===== config.mk =====
export PLATFORM = sky130hd
export DESIGN_NAME = ppm_power_regs
export DESIGN_NICKNAME = d
export VERILOG_FILES = /design/src/ppm_pkg.sv /design/src/ppm_csr_if.sv /design/src/ppm_power_regs.sv /design/src/ppm_csr_store.sv
export SDC_FILE = /design/constraint.sdc
export NUM_CORES = 1
export LEC_CHECK = 0
export BUFFER_PORTS_ARGS = -buffer_cell sky130_fd_sc_hd__buf_4
export CAP_MARGIN = 20
export CORE_MARGIN = 2
export CORE_UTILIZATION = 32
export DETAILED_ROUTE_END_ITERATION = 8
export PLACE_DENSITY = 0.8
export RECOVER_POWER = 25
export SYNTH_ARGS = -nofsm -noshare
export SYNTH_HDL_FRONTEND = slang
export SYNTH_SLANG_ARGS = --single-unit
export TNS_END_PERCENT = 100

===== constraint.sdc =====
create_clock -name sys_clk -period 0.8 [get_ports sys_clk]
set_input_delay 0.16 -clock sys_clk [delete_from_list [all_inputs] [get_ports sys_clk]]
set_output_delay 0.16 -clock sys_clk [all_outputs]
set_load 0.01 [all_outputs]

===== src/ppm_pkg.sv =====
package ppm_pkg;

    // ****************************************************************
    // Configuration offsets and reset values.
    // ****************************************************************
    localparam logic [7:0]  PPM_CAP_OFS      = 8'h52;
    localparam logic [7:0]  PPM_CSR_OFS      = 8'h54;
    localparam logic [15:0] PPM_CAP_RST      = 16'h0603;
    localparam logic [15:0] PPM_CSR_RST      = 16'h0008;

    // ****************************************************************
    // Field positions and fixed field values.
    // ****************************************************************
    localparam int          PPM_SCRATCH_BIT  = 8;
    localparam int          PPM_NOSOFT_BIT   = 3;
    localparam logic [4:0]  PPM_WAKE_SUPPORT = 5'h00;
    localparam logic [2:0]  PPM_AUX_CURRENT  = 3'h0;
    localparam logic [2:0]  PPM_REV_OLD      = 3'h2;
    localparam logic [2:0]  PPM_REV_NEW      = 3'h3;
    localparam logic        PPM_SCRATCH_RST  = 1'h0;

    typedef enum logic [1:0] {
        PPM_D0,
        PPM_D1,
        PPM_D2,
        PPM_D3HOT
    } ppm_level_e;

endpackage


===== src/ppm_csr_if.sv =====
interface ppm_csr_if;
    logic                wr_lo;
    logic                wr_hi;
    logic [15:0]         wdata;
    ppm_pkg::ppm_level_e level;
    logic                scratch;

    modport ctrl  (output wr_lo, output wr_hi, output wdata,
                   input level, input scratch);
    modport store (input wr_lo, input wr_hi, input wdata,
                   output level, output scratch);
endinterface


===== src/ppm_power_regs.sv =====
// Contract
// - Wake support field bits 15:11 read zero.
// - Capabilities bit 10 reads one.
// - Capabilities bit 9 reads one.
// - Auxiliary current bits 8:6 read zero.
// - Capabilities bit 5 reads zero.
// - Capabilities bit 3 reads zero.
// - Revision field follows revision select bit.
// - D3hot to D0 causes no reset.
// - Wake event flag reads zero always.
// - Data scale and select fields read zero.
// - Bit 8 is plain read/write scratch.
// - No-soft-reset bit follows revision select bit.
// - Bits 1:0 hold and set power level.
// - Reserved bits read zero.
module ppm_power_regs (
    input  wire logic        sys_clk,
    input  wire logic        rst_n,
    input  wire logic [7:0]  cfg_addr,
    input  wire logic        cfg_rd,
    input  wire logic        cfg_wr,
    input  wire logic [1:0]  cfg_be,
    input  wire logic [15:0] cfg_wdata,
    output logic      [15:0] cfg_rdata,
    output logic             cfg_rvalid,
    input  wire logic        revision_select_bit,
    output logic      [1:0]  device_power_level
);

    // ****************************************************************
    // Address decode and the write path.
    // ****************************************************************
    ppm_csr_if csr ();

    wire hit_cap = (cfg_addr == ppm_pkg::PPM_CAP_OFS);
    wire hit_csr = (cfg_addr == ppm_pkg::PPM_CSR_OFS);

    // Writes to the capabilities word have no target at all.
    assign csr.wr_lo = cfg_wr && hit_csr && cfg_be[0];
    assign csr.wr_hi = cfg_wr && hit_csr && cfg_be[1];
    assign csr.wdata = cfg_wdata;

    ppm_csr_store u_store (
        .sys_clk (sys_clk),
        .rst_n   (rst_n),
        .csr     (csr)
    );

    // ****************************************************************
    // Read words.
    // ****************************************************************
    wire [2:0] power_spec_revision = revision_select_bit ?
               ppm_pkg::PPM_REV_NEW : ppm_pkg::PPM_REV_OLD;

    wire [15:0] cap_word = {
        ppm_pkg::PPM_WAKE_SUPPORT,
        1'h1,
        1'h1,
        ppm_pkg::PPM_AUX_CURRENT,
        1'h0,
        1'h0,
        1'h0,
        power_spec_revision
    };

    wire [15:0] csr_word = {
        1'h0,
        2'h0,
        4'h0,
        csr.scratch,
        4'h0,
        revision_select_bit,
        1'h0,
        2'(csr.level)
    };

    wire [15:0] rdata_nxt = hit_cap ? cap_word :
                            hit_csr ? csr_word : 16'h0000;

    logic [15:0] rdata_r;
    logic        rvalid_r;

    always_ff @(posedge sys_clk or negedge rst_n) begin
        if (!rst_n) begin
            rdata_r  <= 16'h0000;
            rvalid_r <= 1'h0;
        end else begin
            rvalid_r <= cfg_rd;
            if (cfg_rd) begin
                rdata_r <= rdata_nxt;
            end
        end
    end

    assign cfg_rdata          = rdata_r;
    assign cfg_rvalid         = rvalid_r;
    assign device_power_level = 2'(csr.level);

    // ****************************************************************
    // Checks.
    // ****************************************************************
    wire rd_cap = cfg_rd && hit_cap;
    wire rd_csr = cfg_rd && hit_csr;

    a_cap_fixed_bits: assert property (
        @(posedge sys_clk) disable iff (!rst_n)
        rd_cap |=> cfg_rvalid && cfg_rdata[15:9] == 7'h03)
        else $error("Capabilities support bits read wrong.");

    a_cap_low_zeros: assert property (
        @(posedge sys_clk) disable iff (!rst_n)
        rd_cap |=> cfg_rdata[8:3] == 6'h00)
        else $error("Capabilities zero fields read nonzero.");

    a_rev_follows_sel: assert property (
        @(posedge sys_clk) disable iff (!rst_n)
        rd_cap |=> cfg_rdata[2:0] == ($past(revision_select_bit) ?
                                      3'h3 : 3'h2))
        else $error("Revision field does not follow select bit.");

    a_csr_zero_fields: assert property (
        @(posedge sys_clk) disable iff (!rst_n)
        rd_csr |=> cfg_rdata[15:9] == 7'h00 && cfg_rdata[7:4] == 4'h0
                   && !cfg_rdata[2])
        else $error("Control/status fixed fields read nonzero.");

    a_nosoft_follows: assert property (
        @(posedge sys_clk) disable iff (!rst_n)
        rd_csr |=> cfg_rdata[3] == $past(revision_select_bit))
        else $error("No-soft-reset bit does not follow select bit.");

    a_level_readback: assert property (
        @(posedge sys_clk) disable iff (!rst_n)
        rd_csr && !csr.wr_lo |=> cfg_rdata[1:0] == device_power_level)
        else $error("Read power level differs from held level.");

    a_wake_keeps_ctx: assert property (
        @(posedge sys_clk) disable iff (!rst_n)
        rst_n && $past(device_power_level) == 2'h3
        && device_power_level == 2'h0
        && !$past(csr.wr_hi) |-> $stable(csr.scratch))
        else $error("Context lost on return to D0.");

    a_ro_write_ignored: assert property (
        @(posedge sys_clk) disable iff (!rst_n)
        !csr.wr_lo && !csr.wr_hi |=>
        $stable(device_power_level) && $stable(csr.scratch))
        else $error("State changed without a control/status write.");

    // ****************************************************************
    // Checks of single fields and of the read answer.
    // ****************************************************************
    a_wake_support_zero: assert property (
        @(posedge sys_clk) disable iff (!rst_n)
        rd_cap |=> cfg_rdata[15:11] == 5'h00)
        else $error("Wake support field reads nonzero.");

    a_deep_doze_bit: assert property (
        @(posedge sys_clk) disable iff (!rst_n)
        rd_cap |=> cfg_rdata[10])
        else $error("Deep doze support bit reads zero.");

    a_light_doze_bit: assert property (
        @(posedge sys_clk) disable iff (!rst_n)
        rd_cap |=> cfg_rdata[9])
        else $error("Light doze support bit reads zero.");

    a_aux_current_zero: assert property (
        @(posedge sys_clk) disable iff (!rst_n)
        rd_cap |=> cfg_rdata[8:6] == 3'h0)
        else $error("Auxiliary current field reads nonzero.");

    a_init_bit_zero: assert property (
        @(posedge sys_clk) disable iff (!rst_n)
        rd_cap |=> !cfg_rdata[5])
        else $error("Special initialisation bit reads one.");

    a_cap_rsvd_zero: assert property (
        @(posedge sys_clk) disable iff (!rst_n)
        rd_cap |=> !cfg_rdata[4])
        else $error("Reserved capabilities bit reads one.");

    a_bus_clock_zero: assert property (
        @(posedge sys_clk) disable iff (!rst_n)
        rd_cap |=> !cfg_rdata[3])
        else $error("Wake bus clock bit reads one.");

    a_wake_flag_zero: assert property (
        @(posedge sys_clk) disable iff (!rst_n)
        rd_csr |=> !cfg_rdata[15])
        else $error("Wake event flag reads one.");

    a_data_fields_zero: assert property (
        @(posedge sys_clk) disable iff (!rst_n)
        rd_csr |=> cfg_rdata[14:9] == 6'h00)
        else $error("Data scale or select field reads nonzero.");

    a_scratch_readback: assert property (
        @(posedge sys_clk) disable iff (!rst_n)
        rd_csr && !csr.wr_hi |=> cfg_rdata[8] == csr.scratch)
        else $error("Read scratch bit differs from held bit.");

    a_level_write_only: assert property (
        @(posedge sys_clk) disable iff (!rst_n)
        rst_n && !$stable(device_power_level) |-> $past(csr.wr_lo))
        else $error("Power level moved without a low lane write.");

    a_scratch_write_only: assert property (
        @(posedge sys_clk) disable iff (!rst_n)
        rst_n && !$stable(csr.scratch) |-> $past(csr.wr_hi))
        else $error("Scratch bit moved without a high lane write.");

    a_read_answers: assert property (
        @(posedge sys_clk) disable iff (!rst_n)
        cfg_rd |=> cfg_rvalid)
        else $error("Read request got no valid answer.");

    a_rvalid_single: assert property (
        @(posedge sys_clk) disable iff (!rst_n)
        !cfg_rd |=> !cfg_rvalid)
        else $error("Read valid raised without a read request.");

    a_unmapped_zero: assert property (
        @(posedge sys_clk) disable iff (!rst_n)
        cfg_rd && !hit_cap && !hit_csr |=> cfg_rdata == 16'h0000)
        else $error("Unmapped read returned nonzero data.");

endmodule


===== src/ppm_csr_store.sv =====
module ppm_csr_store (
    input  wire logic  sys_clk,
    input  wire logic  rst_n,
    ppm_csr_if.store   csr
);

    // ****************************************************************
    // Writable state of the control/status register.
    // ****************************************************************
    ppm_pkg::ppm_level_e level_r;
    ppm_pkg::ppm_level_e level_nxt;
    logic                scratch_r;
    logic                scratch_nxt;

    // Only the low byte lane moves the power level.
    assign level_nxt   = csr.wr_lo ?
                         ppm_pkg::ppm_level_e'(csr.wdata[1:0]) : level_r;
    // The scratch bit lives in the high lane.
    assign scratch_nxt = csr.wr_hi ?
                         csr.wdata[ppm_pkg::PPM_SCRATCH_BIT] : scratch_r;

    // Only rst_n clears this state; a level change never does.
    always_ff @(posedge sys_clk or negedge rst_n) begin
        if (!rst_n) begin
            level_r   <= ppm_pkg::PPM_D0;
            scratch_r <= ppm_pkg::PPM_SCRATCH_RST;
        end else begin
            level_r   <= level_nxt;
            scratch_r <= scratch_nxt;
        end
    end

    assign csr.level   = level_r;
    assign csr.scratch = scratch_r;

    // ****************************************************************
    // Checks.
    // ****************************************************************
    a_level_takes_write: assert property (
        @(posedge sys_clk) disable iff (!rst_n)
        csr.wr_lo |=> csr.level == $past(csr.wdata[1:0]))
        else $error("Power level did not take the written value.");

    a_scratch_roundtrip: assert property (
        @(posedge sys_clk) disable iff (!rst_n)
        csr.wr_hi ##1 (!csr.wr_hi)[*2] |->
        csr.scratch == $past(csr.wdata[ppm_pkg::PPM_SCRATCH_BIT], 2))
        else $error("Scratch bit lost its written value.");

endmodule


==> out/results.ini <==
[status]
status=finished with violations
violations=negative setup slack

[finish]
fillers=144
syn_to_final_growth_pct=58.8
final_nets=116
antennaDiodeCount=0
drive_gt1_share_pct=56.0

[drt]
ant_nets=0
drc=0
vias_per_cell=4.55
wirelength_um=1160
first_pass_iters=2
vias=455
drt_iter0_markers=1
wire_per_inst_um=11.6

[clock_network]
clkTransAtPathRegs_ps=60
cts-htree-levels=1
cts_buffers=3
clock_latency_ps=260
clock-root-buffer=clkbuf_4
cts_tree=yes
cts.path.max_buffers=2
numClockSinks=9

[worst_setup_path]
critPathKind=reg -> out
ff2ff_setup_slack_ps=-100
crit_chain=buf_6
worst_r2r_endpoint=u_store.csr.level[0]
crit_family=flip-flops
critPathCaptureType=output pin
crit_slowest_cell=dfrtp_1
crit_required_ps=640
worstPathMaxFanout=2
r2r_start=u_store.csr.level[0]
critPathBufInv=1
r2r_cells=2
critPathArrivalTime_ps=800
critPathLaunchType=register
max_stage_delay_ps=410

[timing]
period_needed_ps=959
final_max_slew_viol_count=0
finalCritPeriodShare_pct=120
fmax_ghz=1.04
final_hold_viol_count=0
setup_tns_ps=-1570
grt_setup_unrepaired=true
worst_slack_ps=-159
skew_ps=0.0795
setup_viol=14

[min_path]
hold-path-endpoint=cfg_rvalid
hold_class=in -> reg
hp-start=cfg_rd
hold-path-cell-count=1

[floorplanning]
start_util_pct=35.1
coreArea_um2=1540
die_area_um2=2030
die_h_um=45.1
pin_count=50
die_w_um=45.1
fp-row-count=14

[pwr]
powerDensity_nw_per_um2=1170
p_total_w=0.00101
irDropWorstVdd_uv=657
power_leakage_nw=0.448

[place]
port_buffers=26
gp_congestion=0.681

[synth]
ys_seq_elements=9
synth.largest_area_cell=dfrtp_1
ys_types=18
netlist_instances=47
synth-xor-area-share_pct=0
yosysMostFrequentCell=buf_4
synth-async-reset-ratio_pct=100
synthSimpleGateAreaFrac_pct=23.4
synth_edf_count=0
yosys-top-cells-count=buf_4 (11), dfrtp_1 (9), nand2_1 (6), mux2_4 (3), o2bb2ai_1 (3)
synth_top_area_share_pct=41.7
synth_top_family_by_area=simple AND/OR/NAND/NOR gates
avgSynthCellArea_um2=11.5
synth.cell_area_um2=541
yosysWarningCount=0
muxShareOfSynthArea_pct=8.33
synth_compound_area_share_pct=9.95
synth_area_leaders=dfrtp_1 (42%), buf_4 (15%), mux2_4 (8.3%)
synth_fa_ha_area_share_pct=0
ys_seq_area_share_pct=41.7
ys.flop_type=dfrtp_1

[global_route]
grt_pass1_vias=424
grt_pass1_wl_um=1790
grtUsageTotal_pct=13.2
antenna_found_initial=0
overflow=0
grt_max_degree=10

[run]
cap_viol_max_count=0

## cells in the final DEF, fill, tap and decap left out, types with 2 or more instances in the layout
| master | instances |
|---|---|
| o2bb2ai_1 | 2 |
| conb_1 | 10 |
| nand4_4 | 2 |
| o31ai_1 | 2 |
| nand2_1 | 6 |
| buf_6 | 10 |
| buf_4 | 22 |
| clkbuf_4 | 3 |
| dfrtp_1 | 9 |
| mux2_4 | 3 |
| and2_1 | 2 |
| clkbuf_1 | 2 |
## metrics by stage
stage | util, % | hold slack, ps | setup slack (ps) | instances | instance area (um2)
2_1_floorplan | - | -136 | -220 | 56 | 574
3_3_place_gp | 46.8 | -15.8 | -344 | 89 | 722
3_5_place_dp | 46.8 | -12.2 | -367 | 89 | 722
4_1_cts | 55.2 | 31.9 | -164 | 100 | 851
5_1_grt | 55.7 | 77.9 | -209 | 100 | 858
6_report | 55.7 | 85.0 | -159 | 100 | 858
## registers in the layout (all words and copies together), names as in the netlist
register,flops
u_store.csr.scratch,1
cfg_rvalid,1
cfg_rdata,5
u_store.csr.level,2
## kinds of logic after synthesis
group / Yosys count
DFF: 9
AOI/OAI and AO/OA: 7
buffers and inverters: 12
muxes: 3
other: 1
and+or+nand+nor: 15
## where the power goes
part	switching (W)	internal, W	total, W
registers	0.00000525	0.000462	0.000468
clock network	0.000152	0.000192	0.000344
logic	0.0000919	0.000102	0.000194
total	0.000249	0.000757	0.00101
## per-layer routing
| metal | GRT usage [%] | vias up | wire [um] |
|---|---|---|---|
| met2 | 20.0 | 31 | 606 |
| met3 | 5.20 | 0 | 120 |
| met1 | 15.3 | 209 | 435 |
| met4 | 8.82 | 0 | 0 |
| li1 | - | 215 | - |
| met5 | 0 | - | 0 |
## layout make-up
type,count,area (um2),share of cell area (%)
Clock buffer,4,26.3,3.06
Inverter,1,3.75,0.437
Multi-Input combinational cell,35,287,33.4
Sequential cell,9,225,26.2
Tap cell,16,20.0,2.33
Timing Repair Buffer,35,297,34.5
## worst max-delay path by stage
stage          cells after the start                 start  slack [ps]                     to
6_report                           1  u_store.csr.level[0]        -160  device_power_level[0]
5_1_grt                            1          cfg_rdata[9]        -210           cfg_rdata[9]
4_1_cts                            1          cfg_rdata[9]        -160          cfg_rdata[10]
3_5_place_dp                       4           cfg_addr[7]        -370   u_store.csr.level[1]
3_3_place_gp                       4           cfg_addr[7]        -340   u_store.csr.level[0]
2_1_floorplan                      3           cfg_addr[7]        -220   u_store.csr.level[0]
## what timing repair did
item | 4_1_cts | 5_1_grt
hold endpoints to repair | 9 | 0
gates resized for setup | 11 | 3
hold buffers | 1 | 0
pin swaps | 1 | 0
setup buffers | 6 | 0
setup endpoints to repair | 12 | 15
(Power assumes the default switching activity.)
